**config.mk**
```make
export PLATFORM = sky130hd
export DESIGN_NAME = iim_top
export DESIGN_NICKNAME = d
export VERILOG_FILES = /design/src/hw/iim_pkg.sv /design/src/hw/iim_sync.sv /design/src/hw/iim_clkdiv.sv /design/src/hw/iim_top.sv
export SDC_FILE = /design/constraint.sdc
export NUM_CORES = 1
export LEC_CHECK = 0
export ABC_CLOCK_PERIOD_IN_PS = 9700
export BUFFER_PORTS_ARGS = -buffer_cell sky130_fd_sc_hd__buf_2
export CORE_MARGIN = 5
export CORE_UTILIZATION = 60
export DETAILED_ROUTE_END_ITERATION = 12
export PLACE_DENSITY_LB_ADDON = 0.05
export SLEW_MARGIN = 30
export SYNTH_ARGS = -nofsm -noshare
export SYNTH_HDL_FRONTEND = slang
export SYNTH_HIERARCHICAL = 1
export SYNTH_SLANG_ARGS = --single-unit
```
**constraint.sdc**
```tcl
create_clock -name aclk -period 9.7 [get_ports aclk]
set_clock_uncertainty 0.1 [all_clocks]
set_input_delay 0.485 -clock aclk [delete_from_list [all_inputs] [get_ports aclk]]
set_output_delay 0.485 -clock aclk [all_outputs]
set_load 0.05 [all_outputs]
```
**src/hw/iim_pkg.sv**
```systemverilog
package iim_pkg;
  // Register byte offsets on the AXI4-Lite bus
  localparam logic [7:0] ADDR_CTRL = 8'h00;
  localparam logic [7:0] ADDR_STAT1 = 8'h04;
  localparam logic [7:0] ADDR_STAT2 = 8'h08;
  localparam logic [7:0] ADDR_DATA = 8'h0C;
  localparam logic [7:0] ADDR_OWN1 = 8'h10;
  localparam logic [7:0] ADDR_OWN2 = 8'h14;
  // Control register fields
  localparam int CTRL_PE = 0;
  localparam int CTRL_ENGC = 1;
  localparam int CTRL_START = 2;
  localparam int CTRL_ACK = 3;
  localparam int CTRL_STOP = 4;
  localparam int CTRL_IRQ_EN = 5;
  // Status 1 fields
  localparam int ST_START_SENT = 0;
  localparam int ST_MSL = 1;
  localparam int ST_ADDR_MATCH = 2;
  localparam int ST_BTF = 3;
  localparam int ST_BUSY = 4;
  localparam int ST_TRA = 5;
  localparam int ST_EVENT = 7;
  // Status 2 fields
  localparam int ST2_GCAL = 0;
  localparam int ST2_STOPF = 1;
  localparam int ST2_ARLO = 2;
  localparam int ST2_BERR = 3;
  localparam int ST2_AF = 4;
  // Own address 2 fields
  localparam int OA2_FAST = 7;
  localparam int OA2_ADD10 = 6;
  // Reset values
  localparam logic [7:0] CTRL_RST = 8'h00;
  localparam logic [7:0] OWN2_RST = 8'h00;
  // Divider: half period of SCL = base + 8*divider field in standard mode, base + divider field in fast mode; fast base a quarter of standard
  localparam int CLK_MHZ = 250;
  localparam int STD_KHZ = 100;
  localparam int FAST_KHZ = 400;
  localparam logic [11:0] STD_HALF = 12'((CLK_MHZ * 1000 + 2 * STD_KHZ - 1) / (2 * STD_KHZ));
  localparam logic [11:0] FAST_HALF = 12'((CLK_MHZ * 1000 + 2 * FAST_KHZ - 1) / (2 * FAST_KHZ));
  localparam logic [7:0] GCALL_ADDR = 8'h00;
  localparam logic [4:0] HDR10 = 5'h1E;
  localparam logic [1:0] RESP_OKAY = 2'h0;
  localparam logic [1:0] RESP_SLVERR = 2'h2;
  typedef enum logic [3:0] {
    ST_IDLE = 4'h0, ST_GSTART = 4'h1, ST_WAIT = 4'h2, ST_BIT = 4'h3,
    ST_ACKB = 4'h4, ST_GSTOP = 4'h5, ST_IGN = 4'h6
  } iim_state_t;
endpackage

```
**src/hw/iim_sync.sv**
```systemverilog
`timescale 1ns/1ps
// Three-stage input synchroniser with agreement filter
module iim_sync
  import iim_pkg::*;
(
  input wire logic aclk,
  input wire logic aresetn,
  input wire logic din,
  output logic dout
);
  logic s1_q, s2_q, s3_q;
  // Stage chain; first stage feeds only the second
  always_ff @(posedge aclk)
  begin
    if (!aresetn)
    begin
      s1_q <= 1'b1;
      s2_q <= 1'b1;
      s3_q <= 1'b1;
    end
    else
    begin
      s1_q <= din;
      s2_q <= s1_q;
      s3_q <= s2_q;
    end
  end
  // Output changes once stages two and three agree
  always_ff @(posedge aclk)
  begin
    if (!aresetn)
      dout <= 1'b1;
    else if (s2_q == s3_q)
      dout <= s3_q;
  end
endmodule

```
**src/hw/iim_clkdiv.sv**
```systemverilog
`timescale 1ns/1ps
// SCL half-period tick generator
module iim_clkdiv
  import iim_pkg::*;
(
  input wire logic aclk,
  input wire logic aresetn,
  input wire logic run,
  input wire logic fast,
  input wire logic [5:0] div_bits,
  output logic tick
);
  logic [11:0] cnt_q;
  logic [11:0] limit;
  // Divider limit depends on speed mode
  assign limit = fast ? (FAST_HALF + 12'(div_bits)) : (STD_HALF + {3'h0, div_bits, 3'h0});
  always_ff @(posedge aclk)
  begin
    if (!aresetn || !run)
    begin
      cnt_q <= 12'h000;
      tick <= 1'b0;
    end
    else if (cnt_q >= limit - 12'h001)
    begin
      cnt_q <= 12'h000;
      tick <= 1'b1;
    end
    else
    begin
      cnt_q <= cnt_q + 12'h001;
      tick <= 1'b0;
    end
  end
endmodule

```
**src/hw/iim_top.sv**
```systemverilog
// The AXI4-Lite interface to the registers and the address map were chosen for this implementation.
`timescale 1ns/1ps
module iim_top
  import iim_pkg::*;
(
  input wire logic aclk,
  input wire logic aresetn,
  input wire logic [7:0] s_axi_awaddr,
  input wire logic s_axi_awvalid,
  output logic s_axi_awready,
  input wire logic [31:0] s_axi_wdata,
  input wire logic [3:0] s_axi_wstrb,
  input wire logic s_axi_wvalid,
  output logic s_axi_wready,
  output logic [1:0] s_axi_bresp,
  output logic s_axi_bvalid,
  input wire logic s_axi_bready,
  input wire logic [7:0] s_axi_araddr,
  input wire logic s_axi_arvalid,
  output logic s_axi_arready,
  output logic [31:0] s_axi_rdata,
  output logic [1:0] s_axi_rresp,
  output logic s_axi_rvalid,
  input wire logic s_axi_rready,
  input wire logic serial_data_pin_i,
  output logic serial_data_pin_o,
  output logic serial_data_pin_oe,
  input wire logic serial_clock_pin_i,
  output logic serial_clock_pin_o,
  output logic serial_clock_pin_oe,
  output logic event_irq
);
  logic [7:0] ctrl_q, own1_q, own2_q, dtx_q, drx_q, sh_q;
  logic aw_q, w_q;
  logic [7:0] awa_q;
  logic [31:0] wd_q;
  logic start_sent_q, msl_q, addr_match_q, btf_q, busy_q, tra_q, gcal_q, stopf_q, arlo_q, berr_q, af_q;
  logic dwr_q, drd_q, sr1_rd_q;
  logic sda_s, scl_s, sda_p_q, scl_p_q;
  logic start_det, stop_det, tick;
  logic scl_drv_q, sda_drv_q;
  logic [3:0] bit_q;
  logic addr_ph_q, phase_q;
  iim_state_t st_q;
  logic wr_go, rd_go, pe;
  logic [7:0] rd_byte;

  // Decode a register byte address into a read value
  function automatic logic [7:0] reg_read(input logic [7:0] a, input logic [7:0] s1, input logic [7:0] s2);
    case (a)
      ADDR_CTRL: reg_read = ctrl_q;
      ADDR_STAT1: reg_read = s1;
      ADDR_STAT2: reg_read = s2;
      ADDR_DATA: reg_read = drx_q;
      ADDR_OWN1: reg_read = own1_q;
      ADDR_OWN2: reg_read = own2_q;
      default: reg_read = 8'h00;
    endcase
  endfunction

  assign pe = ctrl_q[CTRL_PE];
  logic [7:0] stat1, stat2;
  logic event_flag;
  assign stat2 = {3'h0, af_q, berr_q, arlo_q, stopf_q, gcal_q};
  assign event_flag = start_sent_q | addr_match_q | btf_q | (|stat2[4:1]);
  assign stat1 = {event_flag, 1'b0, tra_q, busy_q, btf_q, addr_match_q, msl_q, start_sent_q};
  assign event_irq = event_flag & ctrl_q[CTRL_IRQ_EN];

  // Line synchronisers and condition detection
  iim_sync u_sda (.aclk(aclk), .aresetn(aresetn), .din(serial_data_pin_i), .dout(sda_s));
  iim_sync u_scl (.aclk(aclk), .aresetn(aresetn), .din(serial_clock_pin_i), .dout(scl_s));
  always_ff @(posedge aclk)
  begin
    if (!aresetn)
    begin
      sda_p_q <= 1'b1;
      scl_p_q <= 1'b1;
    end
    else
    begin
      sda_p_q <= sda_s;
      scl_p_q <= scl_s;
    end
  end
  assign start_det = pe & scl_s & scl_p_q & sda_p_q & !sda_s;
  assign stop_det = pe & scl_s & scl_p_q & !sda_p_q & sda_s;

  iim_clkdiv u_div (.aclk(aclk), .aresetn(aresetn), .run(msl_q), .fast(own2_q[OA2_FAST]),
    .div_bits(own2_q[5:0]), .tick(tick));

  // AXI4-Lite handshakes, one write and one read at a time
  assign s_axi_awready = !aw_q && !s_axi_bvalid;
  assign s_axi_wready = !w_q && !s_axi_bvalid;
  assign s_axi_arready = !s_axi_rvalid;
  assign wr_go = aw_q && w_q && !s_axi_bvalid;
  assign rd_go = s_axi_arvalid && s_axi_arready;
  assign rd_byte = reg_read(s_axi_araddr, stat1, stat2);
  always_ff @(posedge aclk)
  begin
    if (!aresetn)
    begin
      aw_q <= 1'b0;
      w_q <= 1'b0;
      awa_q <= 8'h00;
      wd_q <= 32'h0000_0000;
      s_axi_bvalid <= 1'b0;
      s_axi_bresp <= RESP_OKAY;
    end
    else
    begin
      if (s_axi_awvalid && s_axi_awready)
      begin
        aw_q <= 1'b1;
        awa_q <= s_axi_awaddr;
      end
      if (s_axi_wvalid && s_axi_wready)
      begin
        w_q <= 1'b1;
        wd_q <= s_axi_wdata;
      end
      if (wr_go)
      begin
        aw_q <= 1'b0;
        w_q <= 1'b0;
        s_axi_bvalid <= 1'b1;
        s_axi_bresp <= (awa_q <= ADDR_OWN2 && awa_q[1:0] == 2'h0) ? RESP_OKAY : RESP_SLVERR;
      end
      else if (s_axi_bvalid && s_axi_bready)
        s_axi_bvalid <= 1'b0;
    end
  end
  always_ff @(posedge aclk)
  begin
    if (!aresetn)
    begin
      s_axi_rvalid <= 1'b0;
      s_axi_rdata <= 32'h0000_0000;
      s_axi_rresp <= RESP_OKAY;
    end
    else if (rd_go)
    begin
      s_axi_rvalid <= 1'b1;
      s_axi_rdata <= {24'h000000, rd_byte};
      s_axi_rresp <= (s_axi_araddr <= ADDR_OWN2 && s_axi_araddr[1:0] == 2'h0) ? RESP_OKAY : RESP_SLVERR;
    end
    else if (s_axi_rready)
      s_axi_rvalid <= 1'b0;
  end

  // Software registers; start/stop bits self-clear when acted on
  always_ff @(posedge aclk)
  begin
    if (!aresetn)
    begin
      ctrl_q <= CTRL_RST;
      own1_q <= 8'h00;
      own2_q <= OWN2_RST;
      dtx_q <= 8'h00;
      dwr_q <= 1'b0;
    end
    else
    begin
      if (wr_go && wd_q[0] && s_axi_wstrb[0])
      begin
        if (awa_q == ADDR_CTRL)
          ctrl_q <= wd_q[7:0];
        if (awa_q == ADDR_OWN1)
          own1_q <= wd_q[7:0];
        if (awa_q == ADDR_OWN2)
          own2_q <= wd_q[7:0];
      end
      else if (wr_go && s_axi_wstrb[0])
      begin
        if (awa_q == ADDR_CTRL)
          ctrl_q <= wd_q[7:0];
        if (awa_q == ADDR_OWN1)
          own1_q <= wd_q[7:0];
        if (awa_q == ADDR_OWN2)
          own2_q <= wd_q[7:0];
      end
      if (st_q == ST_GSTART && phase_q && tick)
        ctrl_q[CTRL_START] <= 1'b0;
      if (st_q == ST_GSTOP && phase_q && tick)
        ctrl_q[CTRL_STOP] <= 1'b0;
      if (wr_go && s_axi_wstrb[0] && awa_q == ADDR_DATA)
      begin
        dtx_q <= wd_q[7:0];
        dwr_q <= 1'b1;
      end
      else if (st_q == ST_WAIT && tra_q && dwr_q)
        dwr_q <= 1'b0;
    end
  end

  // Protocol engine: master sequencing, slave addressing, byte shift
  always_ff @(posedge aclk)
  begin
    if (!aresetn || !pe)
    begin
      st_q <= ST_IDLE;
      msl_q <= 1'b0;
      start_sent_q <= 1'b0;
      addr_match_q <= 1'b0;
      btf_q <= 1'b0;
      busy_q <= 1'b0;
      tra_q <= 1'b0;
      gcal_q <= 1'b0;
      stopf_q <= 1'b0;
      arlo_q <= 1'b0;
      berr_q <= 1'b0;
      af_q <= 1'b0;
      sh_q <= 8'h00;
      drx_q <= 8'h00;
      bit_q <= 4'h0;
      phase_q <= 1'b0;
      addr_ph_q <= 1'b0;
      scl_drv_q <= 1'b0;
      sda_drv_q <= 1'b0;
      drd_q <= 1'b0;
      sr1_rd_q <= 1'b0;
    end
    else
    begin
      // Status 2 reads clear its event flags; status 1 reads only arm the next data step; new events win over the clear
      if (rd_go && s_axi_araddr == ADDR_STAT1)
        sr1_rd_q <= 1'b1;
      if (rd_go && s_axi_araddr == ADDR_STAT2)
      begin
        stopf_q <= 1'b0;
        arlo_q <= 1'b0;
        berr_q <= 1'b0;
        af_q <= 1'b0;
        gcal_q <= 1'b0;
      end
      if (rd_go && s_axi_araddr == ADDR_DATA)
        drd_q <= 1'b1;
      if (start_det)
        busy_q <= 1'b1;
      if (stop_det)
        busy_q <= 1'b0;
      case (st_q)
        ST_IDLE:
        begin
          scl_drv_q <= 1'b0;
          sda_drv_q <= 1'b0;
          if (ctrl_q[CTRL_START] && !busy_q)
          begin
            st_q <= ST_GSTART;
            msl_q <= 1'b1;
            phase_q <= 1'b0;
          end
          else if (start_det)
          begin
            st_q <= ST_BIT;
            tra_q <= 1'b0;
            addr_ph_q <= 1'b1;
            bit_q <= 4'h0;
          end
        end
        ST_GSTART:
        begin
          if (tick)
          begin
            phase_q <= !phase_q;
            if (!phase_q)
              sda_drv_q <= 1'b1;
            else
            begin
              scl_drv_q <= 1'b1;
              start_sent_q <= 1'b1;
              st_q <= ST_WAIT;
              tra_q <= 1'b1;
              addr_ph_q <= 1'b1;
              sr1_rd_q <= 1'b0;
            end
          end
        end
        ST_WAIT:
        begin
          scl_drv_q <= 1'b1;
          if (msl_q && ctrl_q[CTRL_STOP])
          begin
            st_q <= ST_GSTOP;
            phase_q <= 1'b0;
            sda_drv_q <= 1'b1;
          end
          else if (tra_q && dwr_q && sr1_rd_q)
          begin
            sh_q <= dtx_q;
            start_sent_q <= 1'b0;
            btf_q <= 1'b0;
            addr_match_q <= 1'b0;
            bit_q <= 4'h0;
            phase_q <= 1'b0;
            st_q <= ST_BIT;
          end
          else if (!tra_q && drd_q)
          begin
            btf_q <= 1'b0;
            addr_match_q <= 1'b0;
            bit_q <= 4'h0;
            phase_q <= 1'b0;
            st_q <= ST_BIT;
            scl_drv_q <= 1'b0;
          end
        end
        ST_BIT:
        begin
          if (msl_q)
          begin
            // Master: low phase sets data, high phase samples and checks arbitration
            // Data moves only while SCL is held low, never with an SCL edge
            if (!tick && !phase_q && scl_drv_q)
            begin
              if (bit_q < 4'h8)
                sda_drv_q <= tra_q ? !sh_q[7] : 1'b0;
              else
                sda_drv_q <= !tra_q && ctrl_q[CTRL_ACK];
            end
            if (tick)
            begin
              phase_q <= !phase_q;
              scl_drv_q <= phase_q;
              if (phase_q && bit_q < 4'h8)
              begin
                if (tra_q && sh_q[7] && !sda_s)
                begin
                  arlo_q <= 1'b1;
                  msl_q <= 1'b0;
                  sda_drv_q <= 1'b0;
                  scl_drv_q <= 1'b0;
                  st_q <= ST_IGN;
                end
                sh_q <= {sh_q[6:0], sda_s};
                bit_q <= bit_q + 4'h1;
              end
              else if (phase_q)
              begin
                if (tra_q && sda_s)
                  af_q <= 1'b1;
                if (!tra_q)
                  drx_q <= sh_q;
                btf_q <= 1'b1;
                drd_q <= 1'b0;
                sr1_rd_q <= 1'b0;
                if (addr_ph_q && !sh_q[0] && dtx_q[7:3] != HDR10)
                  addr_ph_q <= 1'b0;
                else if (addr_ph_q && sh_q[0])
                begin
                  addr_ph_q <= 1'b0;
                  tra_q <= 1'b0;
                end
                st_q <= ST_WAIT;
              end
            end
          end
          else
          begin
            // Slave: sample on SCL rise, drive on SCL fall
            if (start_det)
            begin
              bit_q <= 4'h0;
              addr_ph_q <= 1'b1;
              sda_drv_q <= 1'b0;
            end
            else if (stop_det)
            begin
              stopf_q <= 1'b1;
              sda_drv_q <= 1'b0;
              st_q <= ST_IDLE;
            end
            else if (scl_s && !scl_p_q && bit_q < 4'h8)
            begin
              sh_q <= {sh_q[6:0], sda_s};
              bit_q <= bit_q + 4'h1;
            end
            else if (!scl_s && scl_p_q)
            begin
              if (bit_q == 4'h8 && addr_ph_q)
              begin
                if ((sh_q[7:1] == own1_q[7:1] && !own2_q[OA2_ADD10]) ||
                    (sh_q[7:1] == {HDR10, own2_q[5:4]} && own2_q[OA2_ADD10]))
                begin
                  sda_drv_q <= ctrl_q[CTRL_ACK];
                  addr_match_q <= 1'b1;
                  tra_q <= sh_q[0];
                  addr_ph_q <= 1'b0;
                  bit_q <= 4'h9;
                end
                else if (sh_q == GCALL_ADDR && ctrl_q[CTRL_ENGC])
                begin
                  sda_drv_q <= ctrl_q[CTRL_ACK];
                  addr_match_q <= 1'b1;
                  gcal_q <= 1'b1;
                  addr_ph_q <= 1'b0;
                  bit_q <= 4'h9;
                end
                else
                  st_q <= ST_IGN;
              end
              else if (bit_q == 4'h8)
              begin
                sda_drv_q <= ctrl_q[CTRL_ACK];
                drx_q <= sh_q;
                btf_q <= 1'b1;
                bit_q <= 4'h9;
              end
              else if (bit_q == 4'h9)
              begin
                sda_drv_q <= 1'b0;
                drd_q <= 1'b0;
                sr1_rd_q <= 1'b0;
                st_q <= ST_WAIT;
              end
            end
          end
        end
        ST_GSTOP:
        begin
          if (tick)
          begin
            phase_q <= !phase_q;
            if (!phase_q)
              scl_drv_q <= 1'b0;
            else
            begin
              sda_drv_q <= 1'b0;
              msl_q <= 1'b0;
              tra_q <= 1'b0;
              st_q <= ST_IDLE;
            end
          end
        end
        ST_IGN:
        begin
          sda_drv_q <= 1'b0;
          scl_drv_q <= 1'b0;
          if (start_det)
          begin
            st_q <= ST_BIT;
            addr_ph_q <= 1'b1;
            bit_q <= 4'h0;
          end
          else if (stop_det)
            st_q <= ST_IDLE;
        end
        default: st_q <= ST_IDLE;
      endcase
    end
  end

  // Open-drain pins: drive low only while enabled
  assign serial_data_pin_o = 1'b0;
  assign serial_clock_pin_o = 1'b0;
  assign serial_data_pin_oe = pe & sda_drv_q;
  assign serial_clock_pin_oe = pe & scl_drv_q;

  // Checks
  master_flag_a: assert property (@(posedge aclk) disable iff (!aresetn)
    (st_q == ST_IDLE || st_q == ST_IGN) |-> !msl_q) else $error("master flag outside transfer");
  disabled_pins_a: assert property (@(posedge aclk) disable iff (!aresetn)
    !pe |-> !serial_data_pin_oe && !serial_clock_pin_oe) else $error("pins driven while disabled");
  start_flag_a: assert property (@(posedge aclk) disable iff (!aresetn)
    $rose(start_sent_q) |-> msl_q && st_q == ST_WAIT) else $error("start flag outside master");
  ignore_lines_a: assert property (@(posedge aclk) disable iff (!aresetn)
    st_q == ST_IGN ##1 st_q == ST_IGN |-> !serial_data_pin_oe) else $error("unmatched slave drives");
  gcall_gate_a: assert property (@(posedge aclk) disable iff (!aresetn)
    $rose(gcal_q) |-> $past(ctrl_q[CTRL_ENGC])) else $error("general call while disabled");
  hold_scl_a: assert property (@(posedge aclk) disable iff (!aresetn)
    st_q == ST_WAIT ##1 st_q == ST_WAIT |-> serial_clock_pin_oe) else $error("clock not held");
  arb_exit_a: assert property (@(posedge aclk) disable iff (!aresetn)
    $rose(arlo_q) |-> !msl_q) else $error("still master after arbitration loss");
  start_gen_a: assert property (@(posedge aclk) disable iff (!aresetn)
    st_q == ST_IDLE ##1 st_q == ST_GSTART |-> $past(ctrl_q[CTRL_START])) else $error("unrequested start");
  start_cov: cover property (@(posedge aclk) $rose(start_sent_q));
  match_cov: cover property (@(posedge aclk) $rose(addr_match_q));
  stop_cov: cover property (@(posedge aclk) $rose(stopf_q));
endmodule

```
### Word level (Yosys, flattened, before mapping)

Cells that the tools add are included.

* shifts and indexed selects: 0
* $lt $le $gt $ge: 4
* bitwise operators: 13
* multipliers: 0
* add/subtract/negate cells: 5
* reduce and logical (&&, ||, !) cells: 107
* equality and inequality tests: 88
* divide/modulo/power cells: 0
* multiplexer cells: 237

Operator list (count)
* $mux 8: 28
* $mux 4: 40
* $mux 1: 152
* $ne 3x3->1 const B: 17
* $pmux 8 s6: 1
* $logic_and 1x1->1: 45
* $ne 5x5->1 const B: 9
* $ne 2x2->1 const B: 21
* $eq 8x5->1 const B: 4
* $ne 4x4->1 const B: 8
* $reduce_and 10->1: 3
* $eq 8x4->1 const B: 3
* $logic_not 8->1: 3
* $pmux 4 s6: 1
* $ne 7x7->1 const B: 3
* $logic_not 1->1: 18
* $reduce_and 18->1: 1
* $le 8x5->1 const B: 2
* $pmux 4 s4: 1
* $pmux 8 s2: 1
* $reduce_bool 2->1: 8
* $reduce_bool 4->1: 4
* $reduce_and 15->1: 1
* $eq 7x7->1: 2
* other kinds (41): 78

* input bits: 61
* memory bits (read-only): 0
* latch bits: 0
* memory bits (writable): 0
* memories: 0
* register bits after elaboration: 128

### Longest topological paths before layout

* depth after elaboration: 13
* depth in mapped cells: 15
* depth with buffers taken out: 13

### Hierarchy

The synthesis kept the hierarchy.

Modules (own cells, without submodules)
* iim_top: area an instance 5824.3 µm², seq. area each 2102.0 µm², cells an instance 697, times used 1
* iim_clkdiv: area an instance 1114.8 µm², seq. area each 260.2 µm², cells an instance 131, times used 1
* iim_sync: area an instance 112.6 µm², seq. area each 80.1 µm², cells an instance 10, times used 2

### Worst setup path before layout

OpenSTA, ideal clock, no wires.

* kind: reg2reg
* from: register own2_q[0]
* to: register u_div.cnt_q[2]
* clock period less this slack: 3.040 ns
* data required time: 9.472 ns
* library setup time: 0.128 ns
* path buffers: 1
* arrival time: 2.812 ns
* stages on the path, launching flop included: 13
* setup slack: 6.660 ns
* cell sequence: dfxtp_1 ha_1 nor2_1 ha_1 o211ai_4 nor4_2 xor2_1 ha_1 nand4_1 nor4_1 a211o_1 clkbuf_1 nor2_1

* word-level cells in the longest chain between the ends: 5
* elaborated cells between the ends (all ways): 6

Ends and longest elaborated chain
* from (decl): line iim_top.sv:33 `logic [7:0] ctrl_q, own1_q, own2_q, dtx_q, drx_q, sh_q;`
* from (signal assigned): line iim_top.sv:170 `own2_q <= wd_q[7:0];`
* from (signal assigned): line iim_top.sv:179 `own2_q <= wd_q[7:0];`
* $add 11x9->12 or $add 9x6->10 (tied branches): line iim_clkdiv.sv:16 `assign limit = fast ? (FAST_HALF + 12'(div_bits)) : (STD_HALF + {3'h0, div_bits, 3'h0});`
* $mux 12 (*): line iim_clkdiv.sv:16
* $sub 12x1->12 (*): line iim_clkdiv.sv:24 `else if (cnt_q >= limit - 12'h001)`
* $ge 12x12->1 (*): line iim_clkdiv.sv:24
* $reduce_or 2->1 (no source line) (*)
* to (signal assigned): line iim_clkdiv.sv:31 `cnt_q <= cnt_q + 12'h001;`
* to (decl): line iim_clkdiv.sv:13 `logic [11:0] cnt_q;`

Every way passes the cells marked *; elsewhere a longest branch is shown, timed or not.
A chain may end at the register's enable or synchronous reset.

### Worst setup path in the final report

* from: register st_q[0]
* to: register st_q[1]

* word-level cells in the longest chain between the ends: 3
* elaborated cells between the ends (all ways): 23

Ends and longest elaborated chain
* from (decl): line iim_top.sv:44 `iim_state_t st_q;`
* from (signal assigned): line iim_top.sv:200 `st_q <= ST_IDLE;`
* from (signal assigned): line iim_top.sv:248 `st_q <= ST_GSTART;`
* from (signal assigned): line iim_top.sv:254 `st_q <= ST_BIT;`
* $eq 4x2->1 (tied with other cells): line iim_top.sv:241 `case (st_q)`
* $ne 5x5->1 (no source line) (tied with other cells)
* $reduce_and 15->1 (no source line)

Parallel ways exist; a longest one is shown, timed or not.

==> flow_metrics.py <==
metrics = {
    "routing": {
        "post_drt_via_cell_ratio": 6.01,
        "wl_mm": 18.4,
        "wire_per_inst_um": 17.8,
        "drcViolationCount": 0,
        "vias": 6212,
        "drt_iter0_drc": 449,
        "drtPass1Iterations": 5,
        "ant_nets": 0,
    },
    "critical_path": {
        "critPathKind": "flop to flop",
        "crit_path_top_delay_cell": "or4bb_1",
        "reg2regPathDepth": 6,
        "cp-startpoint": "st_q[0]",
        "cpLargestDelayFamily": "simple AND/OR/NAND/NOR gates",
        "path_cells": "or4bb_1, nor2_2, nand3_1, a31oi_1, nor2_1, a311oi_1",
        "cpPeakStageDelay_ps": 970,
        "worstReg2RegStart": "st_q[0]",
        "required_ps": 9930,
        "critPathArrivalTime_ps": 3660,
        "worst-path-buf-inv": 0,
        "critPathMaxFanout": 22,
        "r2r_end": "st_q[1]",
        "worstSetupEndpointType": "flop",
        "critPathLaunchType": "flop",
        "r2r_slack_ps": 6260,
    },
    "clock_network": {
        "cts.sinks": 126,
        "root_buffer": "clkbuf_16",
        "cts-buffers-inserted": 17,
        "holdBufCountCts": 0,
        "path_clk_slew_ps": 50,
        "clk_latency_ps": 420,
        "cts_tree": "yes",
        "cts_setup_buffers": 0,
        "htree_num_levels": 4,
        "cts_resized": 0,
        "clock_path_buffers": 2,
    },
    "die": {
        "die_width_um": 119,
        "dieArea_mm2": 0.0142,
        "initial_core_util": 0.604,
        "rows": 40,
        "io_pins": 107,
        "die_h_um": 119,
        "core-area_mm2": 0.0119,
    },
    "timing": {
        "rsz0062_at_grt": "no",
        "clock.fmax_mhz": 291,
        "drv_slew": 0,
        "finalSetupViolCount": 0,
        "setup_tns_ps": 0,
        "period_minus_slack_ps": 3440,
        "slew_headroom": 0.389,
        "worstMarginPinSlew_ps": 916,
        "hold_viol_final": 0,
        "fin_crit_sh": 0.354,
    },
    "global_route": {
        "grt_max_degree": 77,
        "grt_pass1_wl_mm": 30.0,
        "grt_overflow": 0,
        "grt_pass1_vias": 5850,
        "grtUsageTotal": 0.262,
        "grt_antenna_before_repair": 0,
    },
    "cells_and_area": {
        "post-route-util": 0.670,
        "fin_cells": 1033,
        "fillCellCount": 1037,
        "antenna_cells": 0,
        "syn_to_final_growth_pct": 10.9,
        "nNetsFinal": 956,
        "final_layout_size_suffix_gt1_frac": 0.130,
    },
    "logic_synthesis": {
        "synth_ff_type": "dfxtp_1",
        "synthCells": 848,
        "synth-seq-cells": 126,
        "async_flop_share": 0,
        "synth_area_per_cell_um2": 8.45,
        "synth_cell_type_count": 78,
        "yosys_warnings": 6,
        "yosysSeqAreaShare": 0.352,
        "netlist_area_mm2": 0.00716,
        "synth_edf_count": 0,
    },
    "placement": {
        "post-dp-hpwl_mm": 13.2,
        "port_buffers": 51,
        "gp_congestion": 0.932,
        "placed_cells": 1003,
    },
    "min_path": {
        "hold_start": "serial_data_pin_i",
        "min_path_cells": 2,
        "hold_class": "input pin to flop",
        "hold_path_end": "u_sda/s1_q",
    },
    "pwr": {
        "p_leak_nw": 3.10,
        "ir_worst_vdd_mv": 0.131,
        "powerDensity_mw_per_mm2": 159,
        "totalPowerFinal_mw": 1.27,
    },
    "run_status": {
        "status": "completed",
    },
    "job": {
        "cap_violations": 0,
    },
}
[cells in the final DEF (no fill, tap or decap), types with 5 or more instances in the layout]
cell / Yosys / layout
ha_1: 20 / 20
and2_1: 9 / 9
inv_1: 15 / 15
mux2i_1: 53 / 53
mux2_2: 11 / 11
xnor2_1: 15 / 15
nand3_1: 27 / 27
o21ai_0: 27 / 27
nand2_1: 92 / 92
buf_2: 9 / 51
a31oi_1: 7 / 7
nor4_1: 8 / 8
clkbuf_16: 0 / 17
nand4_1: 6 / 6
nor3b_1: 7 / 7
and3_1: 9 / 9
dfxtp_1: 126 / 126
o21ai_1: 5 / 5
a222oi_1: 8 / 8
nand4b_1: 6 / 6
a21oi_1: 49 / 49
a21o_1: 11 / 11
conb_1: 2 / 30
a21boi_0: 10 / 10
nand2b_1: 19 / 19
nor3_1: 12 / 12
a211o_1: 5 / 5
a211oi_1: 5 / 5
nor2_1: 71 / 71
nor2b_1: 45 / 45
xor2_1: 18 / 18
o31ai_1: 5 / 5
[worst reg2reg max path: stages (launching register included)]
cell,delay (ps)
dfxtp_1,800
or4bb_1,980
nor2_2,580
nand3_1,140
a31oi_1,360
nor2_1,130
a311oi_1,260
[metrics by stage]
stage / hold WS (ps) / setup slack (ps) / instance area (µm²)
floorplan: 286 / 6660 / 7270
global placement: 298 / 6320 / 7330
detailed placement: 299 / 6320 / 7330
CTS: 135 / 6310 / 7940
global route: 152 / 6070 / 7950
finish: 150 / 6260 / 7950
[how the worst max path moves through the flow]
stage | end | slack, ps | cells after the start
2_1_floorplan | u_div/cnt_q[2] | 6660 | 12
3_3_place_gp | st_q[1] | 6320 | 6
3_5_place_dp | st_q[1] | 6320 | 6
4_1_cts | st_q[1] | 6310 | 6
5_1_grt | st_q[1] | 6070 | 6
6_report | st_q[1] | 6260 | 6
[cells by family (layout without fill, tap and decap cells)]
group	count (synthesis)	count (layout)	synth area share
other	2	30	0.00105
AND/OR/NAND/NOR	341	341	0.251
buffers and inverters	92	102	0.0665
AO/OA/AOI/OAI	170	170	0.163
multiplexers	64	64	0.0913
adder cells (fa/ha/maj)	20	20	0.0349
XOR/XNOR	33	33	0.0403
flip-flops	126	126	0.352
[layer usage]
metal,track usage,share of wire
met1,0.367,0.46
met4,0.0797,0.016
met5,0,0
met3,0.0717,0.077
met2,0.392,0.45
[flip-flops by register name (all words and copies together) (netlist names), 4 cells and up]
| name | cells |
|---|---|
| awa_q | 8 |
| bit_q | 4 |
| ctrl_q | 8 |
| drx_q | 8 |
| dtx_q | 8 |
| own1_q | 8 |
| own2_q | 8 |
| s_axi_rdata | 8 |
| sh_q | 8 |
| st_q | 4 |
| u_div/cnt_q | 12 |
| wd_q | 8 |
[where the power goes]
group,switching (mW),internal (mW),total [mW]
Combinational,0.0617,0.0224,0.0841
Sequential,0.00968,0.527,0.537
Clock,0.224,0.422,0.646
Total,0.296,0.971,1.27
[synth_stat cells (all sizes together), types with 5 or more instances]
cell type	count	area share
nor3b	7	0.0073
nor2	72	0.038
o21ai	32	0.022
dfxtp	126	0.35
ha	20	0.035
or4	5	0.0058
a222oi	8	0.011
a211o	5	0.0061
and2	10	0.0087
xor2	18	0.022
mux2i	53	0.074
clkbuf	33	0.017
a21boi	10	0.010
a21oi	50	0.035
buf	42	0.040
o31ai	5	0.0052
a31oi	7	0.0061
and3	9	0.0079
a211oi	5	0.0052
nand2b	19	0.017
nor2b	45	0.039
nand3	28	0.020
nand4b	6	0.0073
xnor2	15	0.018
nor3	13	0.0098
nand4	6	0.0052
nor4	9	0.0087
mux2	11	0.017
o211ai	5	0.0079
a21o	11	0.012
inv	17	0.0089
nand2	92	0.048
[cell type report]
cell class,instances,area (µm²),share of cell area
sequential,126,2520,0.317
inverter,17,63.8,0.00803
multi-input combinational,658,4280,0.539
timing repair buffer,55,285,0.0359
clock inverter,9,136,0.0172
clock buffer,21,470,0.0592
tap,147,184,0.0231
No activity file was read; power rests on OpenSTA's default activity.
